--- config.mk ---
export PLATFORM = sky130hd
export DESIGN_NAME = akr_ability_regs
export DESIGN_NICKNAME = d
export VERILOG_FILES = /design/src/core/akr_pkg.sv /design/src/core/akr_edge.sv /design/src/core/akr_tx_level.sv /design/src/core/akr_ability_regs.sv
export SDC_FILE = /design/constraint.sdc
export NUM_CORES = 1
export LEC_CHECK = 0
export BUFFER_PORTS_ARGS = -buffer_cell sky130_fd_sc_hd__buf_2
export CAP_MARGIN = 10
export CORE_AREA = 2 2 139 141
export CTS_CLUSTER_SIZE = 8
export DETAILED_ROUTE_END_ITERATION = 16
export DIE_AREA = 0 0 141 143
export GPL_ROUTABILITY_DRIVEN = 0
export PLACE_DENSITY_LB_ADDON = 0.05
export REMOVE_ABC_BUFFERS = 1
export SYNTH_ARGS = -nofsm -noshare
export SYNTH_HDL_FRONTEND = slang
export SYNTH_HIERARCHICAL = 1
export SYNTH_SLANG_ARGS = --single-unit
--- constraint.sdc ---
create_clock -name core_clk -period 4.84 [get_ports core_clk]
set_input_delay 0.484 -clock core_clk [delete_from_list [all_inputs] [get_ports core_clk]]
set_output_delay 0.484 -clock core_clk [all_outputs]
set_load 0.1 [all_outputs]
--- src/core/akr_pkg.sv ---
package akr_pkg;

  // register offsets on the management port
  localparam logic [15:0] AKR_ADR_ADV_MIDDLE = 16'h0203;
  localparam logic [15:0] AKR_ADR_ADV_HIGH = 16'h0204;
  localparam logic [15:0] AKR_ADR_PARTNER_LOW = 16'h0205;
  localparam logic [15:0] AKR_ADR_PARTNER_MIDDLE = 16'h0206;
  localparam logic [15:0] AKR_ADR_PARTNER_HIGH = 16'h0207;
  localparam logic [4:0] AKR_DEVICE_ADDR = 5'h07;

  // reset values and masks of implemented bits
  localparam logic [15:0] AKR_ADV_MIDDLE_RST = 16'h4000;
  localparam logic [15:0] AKR_ADV_HIGH_RST = 16'h0000;
  localparam logic [15:0] AKR_ADV_MIDDLE_MASK = 16'h4010;
  localparam logic [15:0] AKR_ADV_HIGH_MASK = 16'h3000;
  localparam logic [15:0] AKR_PARTNER_LOW_MASK = 16'hFC1F;
  localparam logic [15:0] AKR_PARTNER_MIDDLE_MASK = 16'h40F0;
  localparam logic [15:0] AKR_PARTNER_HIGH_MASK = 16'h7000;

  // field positions
  localparam int AKR_BIT_LONG_REACH = 14;
  localparam int AKR_BIT_ROLE_MASTER = 4;
  localparam int AKR_BIT_HIGH_ABLE = 13;
  localparam int AKR_BIT_HIGH_REQUEST = 12;
  localparam int AKR_HDR_ST = 12;
  localparam int AKR_HDR_OP_HI = 11;
  localparam int AKR_HDR_OP_LO = 10;
  localparam int AKR_HDR_PORT_HI = 9;
  localparam int AKR_HDR_PORT_LO = 5;
  localparam int AKR_HDR_DEV_HI = 4;
  localparam int AKR_HDR_DEV_LO = 0;

  // management frame timing, in sampled clock bits
  localparam logic [5:0] AKR_PREAMBLE_ONES = 6'h20;
  localparam logic [4:0] AKR_HDR_LAST = 5'h0C;
  localparam logic [4:0] AKR_DATA_LAST = 5'h0F;
  localparam logic [4:0] AKR_TA_LAST = 5'h01;

  // frame operation codes
  localparam logic [1:0] AKR_OP_ADDRESS = 2'h0;
  localparam logic [1:0] AKR_OP_WRITE = 2'h1;
  localparam logic [1:0] AKR_OP_READ_INC = 2'h2;
  localparam logic [1:0] AKR_OP_READ = 2'h3;

  // received base page from the link partner
  typedef struct packed {
    logic [15:0] high;
    logic [15:0] middle;
    logic [15:0] low;
  } akr_page_t;

  // management serial pins as seen by the device
  typedef struct packed {
    logic mdio_out;
    logic mdio_oe;
  } akr_mdio_drive_t;

  // frame engine states
  typedef enum logic [3:0] {
    AKR_MS_PREAMBLE = 4'b0001,
    AKR_MS_HEADER = 4'b0010,
    AKR_MS_TURN = 4'b0100,
    AKR_MS_DATA = 4'b1000
  } akr_mstate_t;

endpackage

--- src/core/akr_edge.sv ---
`timescale 1ns/10ps
module akr_edge
  import akr_pkg::*;
(
  input wire logic core_clk,
  input wire logic resetn,
  input wire logic level_in,
  output logic rise
);

  typedef struct packed {
    logic prev;
  } akr_edge_state_t;

  akr_edge_state_t st_reg;
  akr_edge_state_t st_next;

  // remember last level
  always_comb begin
    st_next = st_reg;
    st_next.prev = level_in;
  end

  always_ff @(posedge core_clk or negedge resetn) begin
    if (!resetn) begin
      st_reg <= '0;
    end else begin
      st_reg <= st_next;
    end
  end

  // rising edge of the management clock
  assign rise = level_in & ~st_reg.prev;

endmodule

--- src/core/akr_tx_level.sv ---
`timescale 1ns/10ps
module akr_tx_level
  import akr_pkg::*;
(
  input wire logic local_able,
  input wire logic local_request,
  input wire logic partner_able,
  input wire logic partner_request,
  output logic level_high
);

  // low level unless both able and either asks for high
  always_comb begin
    if (!(local_able && partner_able)) begin
      level_high = 1'b0;
    end else begin
      level_high = local_request | partner_request;
    end
  end

endmodule

--- src/core/akr_ability_regs.sv ---
`timescale 1ns/10ps
module akr_ability_regs
  import akr_pkg::*;
#(
  parameter logic [4:0] PORT_ADDR = 5'h00
)
(
  input wire logic core_clk,
  input wire logic resetn,
  input wire logic mdc,
  input wire logic mdio_in,
  output logic mdio_out,
  output logic mdio_oe,
  input wire logic strap_role_master,
  input wire logic strap_high_able,
  input wire logic strap_high_request,
  input wire logic adv_role_forced,
  input wire logic partner_page_valid,
  input wire akr_page_t partner_page,
  output logic [15:0] adv_middle_word,
  output logic [15:0] adv_high_word,
  output logic adv_role_master,
  output logic adv_role_mandatory,
  output logic tx_level_high,
  output logic [15:0] partner_base_page_middle,
  output logic [15:0] partner_base_page_high
);

  typedef struct packed {
    akr_mstate_t ms;
    logic [5:0] ones;
    logic [4:0] cnt;
    logic [12:0] hdr;
    logic [1:0] op;
    logic [15:0] shreg;
    logic [15:0] addr;
    akr_mdio_drive_t pin;
    logic [15:0] adv_middle;
    logic [15:0] adv_high;
    logic straps_done;
    akr_page_t live;
    logic [15:0] snap_middle;
    logic [15:0] snap_high;
    logic role_mandatory;
    logic tx_high;
  } akr_state_t;

  akr_state_t st_reg;
  akr_state_t st_next;
  logic mdc_rise;
  logic level_high;
  logic [12:0] hdr_new;
  logic [15:0] data_new;
  logic [15:0] rd_data;
  logic is_read;

  // management clock edge detector
  akr_edge u_edge (
    .core_clk(core_clk),
    .resetn(resetn),
    .level_in(mdc),
    .rise(mdc_rise)
  );

  // transmit level resolution from both advertisements
  akr_tx_level u_level (
    .local_able(st_reg.adv_high[AKR_BIT_HIGH_ABLE]),
    .local_request(st_reg.adv_high[AKR_BIT_HIGH_REQUEST]),
    .partner_able(st_reg.live.high[AKR_BIT_HIGH_ABLE]),
    .partner_request(st_reg.live.high[AKR_BIT_HIGH_REQUEST]),
    .level_high(level_high)
  );

  // read mux over the register map
  always_comb begin
    unique case (st_reg.addr)
      AKR_ADR_ADV_MIDDLE: rd_data = st_reg.adv_middle;
      AKR_ADR_ADV_HIGH: rd_data = st_reg.adv_high;
      AKR_ADR_PARTNER_LOW: rd_data = st_reg.live.low;
      AKR_ADR_PARTNER_MIDDLE: rd_data = st_reg.snap_middle;
      AKR_ADR_PARTNER_HIGH: rd_data = st_reg.snap_high;
      default: rd_data = 16'h0000;
    endcase
  end

  assign hdr_new = {st_reg.hdr[11:0], mdio_in};
  assign data_new = {st_reg.shreg[14:0], mdio_in};
  assign is_read = st_reg.op[1];

  // frame engine, register writes and partner page capture
  always_comb begin
    st_next = st_reg;
    st_next.role_mandatory = adv_role_forced;
    st_next.tx_high = level_high;
    // straps load the strap-dependent bits once after reset
    if (!st_reg.straps_done) begin
      st_next.straps_done = 1'b1;
      st_next.adv_middle[AKR_BIT_ROLE_MASTER] = strap_role_master;
      st_next.adv_high[AKR_BIT_HIGH_ABLE] = strap_high_able;
      st_next.adv_high[AKR_BIT_HIGH_REQUEST] = strap_high_request;
    end
    // each received base page replaces the live partner words
    if (partner_page_valid) begin
      st_next.live.low = partner_page.low & AKR_PARTNER_LOW_MASK;
      st_next.live.middle = partner_page.middle & AKR_PARTNER_MIDDLE_MASK;
      st_next.live.high = partner_page.high & AKR_PARTNER_HIGH_MASK;
    end
    if (mdc_rise) begin
      unique case (st_reg.ms)
        AKR_MS_PREAMBLE: begin
          if (mdio_in) begin
            if (st_reg.ones != AKR_PREAMBLE_ONES) begin
              st_next.ones = st_reg.ones + 6'h01;
            end
          end else if (st_reg.ones == AKR_PREAMBLE_ONES) begin
            st_next.ms = AKR_MS_HEADER; // first start bit seen
            st_next.cnt = 5'h00;
            st_next.ones = 6'h00;
          end else begin
            st_next.ones = 6'h00;
          end
        end
        AKR_MS_HEADER: begin
          st_next.hdr = hdr_new;
          st_next.cnt = st_reg.cnt + 5'h01;
          // thirteen bits: second start bit, operation, port and device
          if (st_reg.cnt == AKR_HDR_LAST) begin
            st_next.cnt = 5'h00;
            st_next.op = hdr_new[AKR_HDR_OP_HI:AKR_HDR_OP_LO];
            // only long-form frames for this port and device are served
            if (!hdr_new[AKR_HDR_ST] &&
                hdr_new[AKR_HDR_PORT_HI:AKR_HDR_PORT_LO] == PORT_ADDR &&
                hdr_new[AKR_HDR_DEV_HI:AKR_HDR_DEV_LO] == AKR_DEVICE_ADDR) begin
              st_next.ms = AKR_MS_TURN;
            end else begin
              st_next.ms = AKR_MS_PREAMBLE;
            end
          end
        end
        AKR_MS_TURN: begin
          st_next.cnt = st_reg.cnt + 5'h01;
          if (st_reg.cnt != AKR_TA_LAST) begin
            if (is_read) begin
              // load read data and drive the turnaround zero
              st_next.shreg = rd_data;
              st_next.pin.mdio_oe = 1'b1;
              st_next.pin.mdio_out = 1'b0;
              if (st_reg.addr == AKR_ADR_PARTNER_LOW) begin
                st_next.snap_middle = st_reg.live.middle;
                st_next.snap_high = st_reg.live.high;
              end
            end
          end else begin
            st_next.ms = AKR_MS_DATA;
            st_next.cnt = 5'h00;
            if (is_read) begin
              st_next.pin.mdio_out = st_reg.shreg[15];
              st_next.shreg = {st_reg.shreg[14:0], 1'b0};
            end
          end
        end
        AKR_MS_DATA: begin
          st_next.cnt = st_reg.cnt + 5'h01;
          if (is_read) begin
            st_next.pin.mdio_out = st_reg.shreg[15];
            st_next.shreg = {st_reg.shreg[14:0], 1'b0};
          end else begin
            st_next.shreg = data_new;
          end
          if (st_reg.cnt == AKR_DATA_LAST) begin
            st_next.ms = AKR_MS_PREAMBLE;
            st_next.cnt = 5'h00;
            st_next.pin.mdio_oe = 1'b0;
            st_next.pin.mdio_out = 1'b0;
            unique case (st_reg.op)
              AKR_OP_ADDRESS: st_next.addr = data_new;
              AKR_OP_WRITE: begin
                // only implemented bits take the write
                if (st_reg.addr == AKR_ADR_ADV_MIDDLE) begin
                  st_next.adv_middle = data_new & AKR_ADV_MIDDLE_MASK;
                end else if (st_reg.addr == AKR_ADR_ADV_HIGH) begin
                  st_next.adv_high = data_new & AKR_ADV_HIGH_MASK;
                end
              end
              AKR_OP_READ_INC: st_next.addr = st_reg.addr + 16'h0001;
              AKR_OP_READ: st_next.addr = st_reg.addr;
            endcase
          end
        end
        default: begin
          st_next.ms = AKR_MS_PREAMBLE;
          st_next.pin = '0;
        end
      endcase
    end
  end

  // state register
  always_ff @(posedge core_clk or negedge resetn) begin
    if (!resetn) begin
      st_reg <= '0;
      st_reg.ms <= AKR_MS_PREAMBLE;
      st_reg.adv_middle <= AKR_ADV_MIDDLE_RST;
      st_reg.adv_high <= AKR_ADV_HIGH_RST;
    end else begin
      st_reg <= st_next;
    end
  end

  // outputs all come from the state register
  assign mdio_out = st_reg.pin.mdio_out;
  assign mdio_oe = st_reg.pin.mdio_oe;
  assign adv_middle_word = st_reg.adv_middle;
  assign adv_high_word = st_reg.adv_high;
  assign adv_role_master = st_reg.adv_middle[AKR_BIT_ROLE_MASTER];
  assign adv_role_mandatory = st_reg.role_mandatory;
  assign tx_level_high = st_reg.tx_high;
  assign partner_base_page_middle = st_reg.snap_middle;
  assign partner_base_page_high = st_reg.snap_high;

endmodule

# Word level (Yosys, flattened, before mapping)
# Cells that the tools add are included.
# word_totals
mem_bits_ro	0
wordCells	112
out_inout_bits	69
n_memories	0
latchBits	0
in_bits	57
ff_bits	99
ram_bits	0
# op_classes
add_sub_neg	3
shifts	0
multipliers	0
n_eq_ne	26
n_div	0
order_cmp	0
reduce_logical	21
n_bitwise	4
mux	37
# ops
op	count
equality test 16 x 10 -> 1 bit (second input constant)	5
one-hot mux 16 bit (5 select lines)	1
2-to-1 mux 16 bit	4
one-hot mux 16 bit (2 select lines)	2
2-to-1 mux 21 bit	2
2-to-1 mux 34 bit	1
2-to-1 mux 31 bit	1
2-to-1 mux 5 bit	5
2-to-1 mux 4 bit	5
one-hot mux 5 bit (4 select lines)	1
adder 16 x 1 -> 16 bit (second input constant)	1
one-hot mux 4 bit (4 select lines)	1
2-to-1 mux 15 bit	1
AND reduction 5 bit	3
2-to-1 mux 14 bit	1
!= test 2 bit (second input constant)	7
2-to-1 mux 6 bit	2
AND reduction 3 bit	4
equality test 5 x 4 -> 1 bit (second input constant)	2
AND reduction 4 bit	2
adder 6 x 1 -> 6 bit (second input constant)	1
equality test 6 bit (second input constant)	1
2-to-1 mux 1 bit	6
!= test 6 bit (second input constant)	1
26 further kinds	31

# Logic depth before layout (Yosys ltp)
# logic_depth
ltp_word	7
depth_mapped	9
mapped_depth_nobuf	8

# By module
# Netlist, hierarchy kept.
# modules_own_cells
module	cells_per_inst	area_each_um2	instances
akr_ability_regs	530	5466.5	1
akr_edge	2	38.8	1
akr_tx_level	1	10.0	1

# Worst setup path after synthesis
# No wires, ideal clock.
# synth_path
kind	flip-flop to flip-flop
start	register st_reg[175] (netlist bit)
end	register st_reg[177] (netlist bit)
required_time_ns	4.715
n_path_buf	1
arrival_time_ns	2.143
path_slack_ns	2.572
stages_incl_launch_ff	6
period_less_slack_ns	2.268
path_cell_list	dfstp_2 -> buf_6 -> or4b_2 -> a22oi_1 -> nand2b_1 -> mux2_2
# synth_via
elab_chain_cells	3
# synth_rtl
item	line	rtl
start: declaration	akr_ability_regs.sv:48	akr_state_t st_reg;
start signal: assignment	akr_ability_regs.sv:206	st_reg <= st_next;
equality test 4 bit, or another cell as far along	akr_ability_regs.sv:109	unique case (st_reg.ms)
!= test 2 bit (no source line)	--	
AND reduction 6 bit (no source line)	--	
# Parallel ways exist; a longest one is shown, timed or not.
# A chain may end at the register's enable or synchronous reset.

# Worst setup path after layout
# layout_path
start	register st_reg[177] (netlist bit)
end	register st_reg, in the netlist partner_base_page_middle[4]
# layout_via
elab_chain_cells	2
# layout_rtl
item	line
equality test 4 x 3 -> 1 bit	akr_ability_regs.sv:109
AND reduction 5 bit (no source line)	--
# Every way passes these cells.

==> results.cfg <==
[detailed_routing]
vias = 3969
dr.pass1.iters = 4
routed_wl_um = 13500
ant_nets = 0
drcViolationCount = 0
wl_per_cell_um = 17.0
drt_iter0_drc = 202
vias_per_cell = 5.01

[clock_tree]
clk_pin_slew_worst_paths_ns = 0.08
root_buffer = clkbuf_16
cts_buffer_depth = 2
cts_buffers = 9
cts.sinks = 98
cts-htree-levels = 3
postCtsSetupBuffers = 0
cts_resized = 0
cts_tree = built
insertion_delay_ns = 0.35
ctsHoldBuffers = 0

[die]
chipHeight_um = 143
rows = 50
ios = 126
die-area_um2 = 20200
initial_core_util = 0.297
dieWidth_um = 141
coreArea_um2 = 18600

[sta]
fin_crit_sh = 0.554
slew_viol_final = 0
fin_crit_ns = 2.68
relSlewSlack = 0.327
hold_ws_ns = 0.195
fin_setup_tns_ns = 0
setup_viol_count_final = 0
report.final.hold_viol_count = 0
rsz0062_at_grt = no
clock_skew_ns = 0.0105
worst_pin_slew_ns = 1.00
max_freq_mhz = 373

[synthesis]
syn_area_um2 = 5520
synthTopCellsByArea = dfrtp_1, mux2_2, buf_4
synth_top_area_cell = dfrtp_1
synth_compound_gate_area_share = 0.134
synth-main-ff-cell = dfrtp_1
synth_xor_area_frac = 0.00159
synthAdderAreaFrac = 0.0250
synth-async-reset-ratio = 1.00
yosys_warnings = 6
ys_types = 69
synth_top_family_by_area = simple AND/OR/NAND/NOR gates
yosys.area_share.simple = 0.161
yosysSeqAreaShare = 0.445
syn_area_per_cell_um2 = 10.3
synth.area.mux_share = 0.113
synthCells = 533
ys_ff_latch = 98
synth-edff-count = 0
synth_top_area_frac = 0.436

[setup_path]
cp_data_arrival_time_ns = 2.92
r2r_slack_ns = 2.16
crit_start = st_reg[177]$_DFFE_PN0P_
endpoint_kind = flop
crit_family = simple AND/OR/NAND/NOR gates
rr_endpoint = partner_base_page_middle[4]$_DFFE_PN0P_
startpoint_type = flop
slowest_delay_ns = 0.73
worst_path_max_delay_cell = nor3_2
path_depth = 4
crit_fanout = 13
cp-endpoint = partner_base_page_middle[4]$_DFFE_PN0P_
crit_type = flop to flop
critPathRequiredTime_ns = 5.08
reg2reg_from = st_reg[177]$_DFFE_PN0P_
path_cells = nor4b_2 -> nand4_1 -> nor3_2 -> mux2_2
ff2ff_path_depth = 4
path_buf_inv = 0

[final_layout]
largest_register_ff_count = 53
layout_commonest_cell = dfrtp_1
antennaDiodeCount = 0
num-nets-final = 622
drive_gt1_frac = 0.236
layout_common_cells = dfrtp_1, conb_1, mux2_2, buf_2, a21oi_1
area.growth.synth_to_final_pct = 8.08
final_area_um2 = 5960

[global_routing]
globalRoute.totalOverflow = 0
grt_pass1_vias = 3812
grt_max_degree = 59
track_usage = 0.141
antenna_found_initial = 0
grt_first_pass_wirelength_um = 22000

[placement]
dp_hpwl_um = 9560
portBuffers = 44
placed_area_um2 = 5680

[status]
status = complete, no violations

[power]
power.total_w = 0.00225
irDropWorstVdd_mv = 0.218
power.density_nw_per_um2 = 378
leakage_nw = 2.70

[hold_path]
hold_class = primary input to asynchronous set/reset pin

[flow_run]
drv_cap = 0
-- area by class of cell --
| type | count | area (um2) |
|---|---|---|
| sequential | 98 | 2450 |
| fill | 1929 | 12600 |
| tap | 234 | 293 |
| clock inverter | 7 | 60.1 |
| multi-input combinational | 378 | 2600 |
| clock buffer | 9 | 225 |
| timing repair buffer | 49 | 260 |
| inverter | 18 | 67.6 |
-- how the worst min path moves through the flow --
stage	startpoint	end	slack, ns	cells past startpoint
floorplan	resetn	adv_high_word[12]$_DFF_PN0_	0.19	0
global placement	mdio_oe$_DFFE_PN0P_	mdio_oe$_DFFE_PN0P_	0.47	1
detailed placement	mdio_oe$_DFFE_PN0P_	mdio_oe$_DFFE_PN0P_	0.47	1
CTS	adv_role_forced	adv_role_mandatory$_DFF_PN0_	0.22	1
global route	adv_role_forced	adv_role_mandatory$_DFF_PN0_	0.22	1
finish	resetn	st_reg[129]$_DFFE_PN0P_	0.19	1
-- routing by layer --
layer	GRT usage	vias to the layer above	wire, um
met2	0.210	99	6120
met3	0.0221	15	502
met1	0.209	1983	6650
met5	0	-	0
met4	0.0463	0	206
li1	-	1872	-
-- stage by stage --
step | std cells | utilization | setup WS (ns)
6_report | 793 | 0.321 | 2.16
5_1_grt | 793 | 0.321 | 1.96
4_1_cts | 793 | 0.321 | 2.09
3_5_place_dp | 777 | 0.305 | 2.10
3_3_place_gp | 777 | 0.305 | 2.16
2_1_floorplan | 494 | - | 2.05
-- cells in the mapped netlist (4+ instances only) --
| master | n |
|---|---|
| nor4_1 | 5 |
| or3_1 | 4 |
| a2bb2oi_1 | 6 |
| a21oi_1 | 36 |
| nor3_1 | 9 |
| inv_1 | 18 |
| nor2b_1 | 7 |
| buf_4 | 64 |
| clkbuf_1 | 20 |
| nor3b_1 | 4 |
| nor2_1 | 18 |
| a22o_1 | 8 |
| ha_1 | 11 |
| nand2_1 | 32 |
| o22ai_1 | 5 |
| nand2b_1 | 5 |
| nand4_1 | 17 |
| and4_1 | 5 |
| or2_2 | 5 |
| a222oi_1 | 4 |
| mux2i_1 | 6 |
| o21ai_0 | 17 |
| mux2_2 | 48 |
| dfrtp_1 | 96 |
| nor4b_1 | 4 |
| nand3_1 | 12 |
-- where the power goes --
| group | internal, W | switching (W) | leakage, nW |
|---|---|---|---|
| sequential | 0.000912 | 0.000102 | 1.26 |
| clock | 0.000358 | 0.000344 | 0.136 |
| combinational | 0.000162 | 0.000373 | 1.30 |
-- worst reg2reg max path, delay by kind of cell, from the launching register on --
family           cells  cell delay, ns
AND/OR/NAND/NOR      3            1.61
flip-flops           1            0.55
multiplexers         1            0.41
-- kinds of logic (layout without fill, tap and decap cells) --
logic type	after synthesis	in the layout
flops	98	98
compound gates	109	109
xor+xnor	1	1
fa+ha+maj	11	11
mux	56	56
other cells	2	53
buf+inv	108	83
simple gates	148	148
Note: power is estimated with default switching activity, not from simulation.
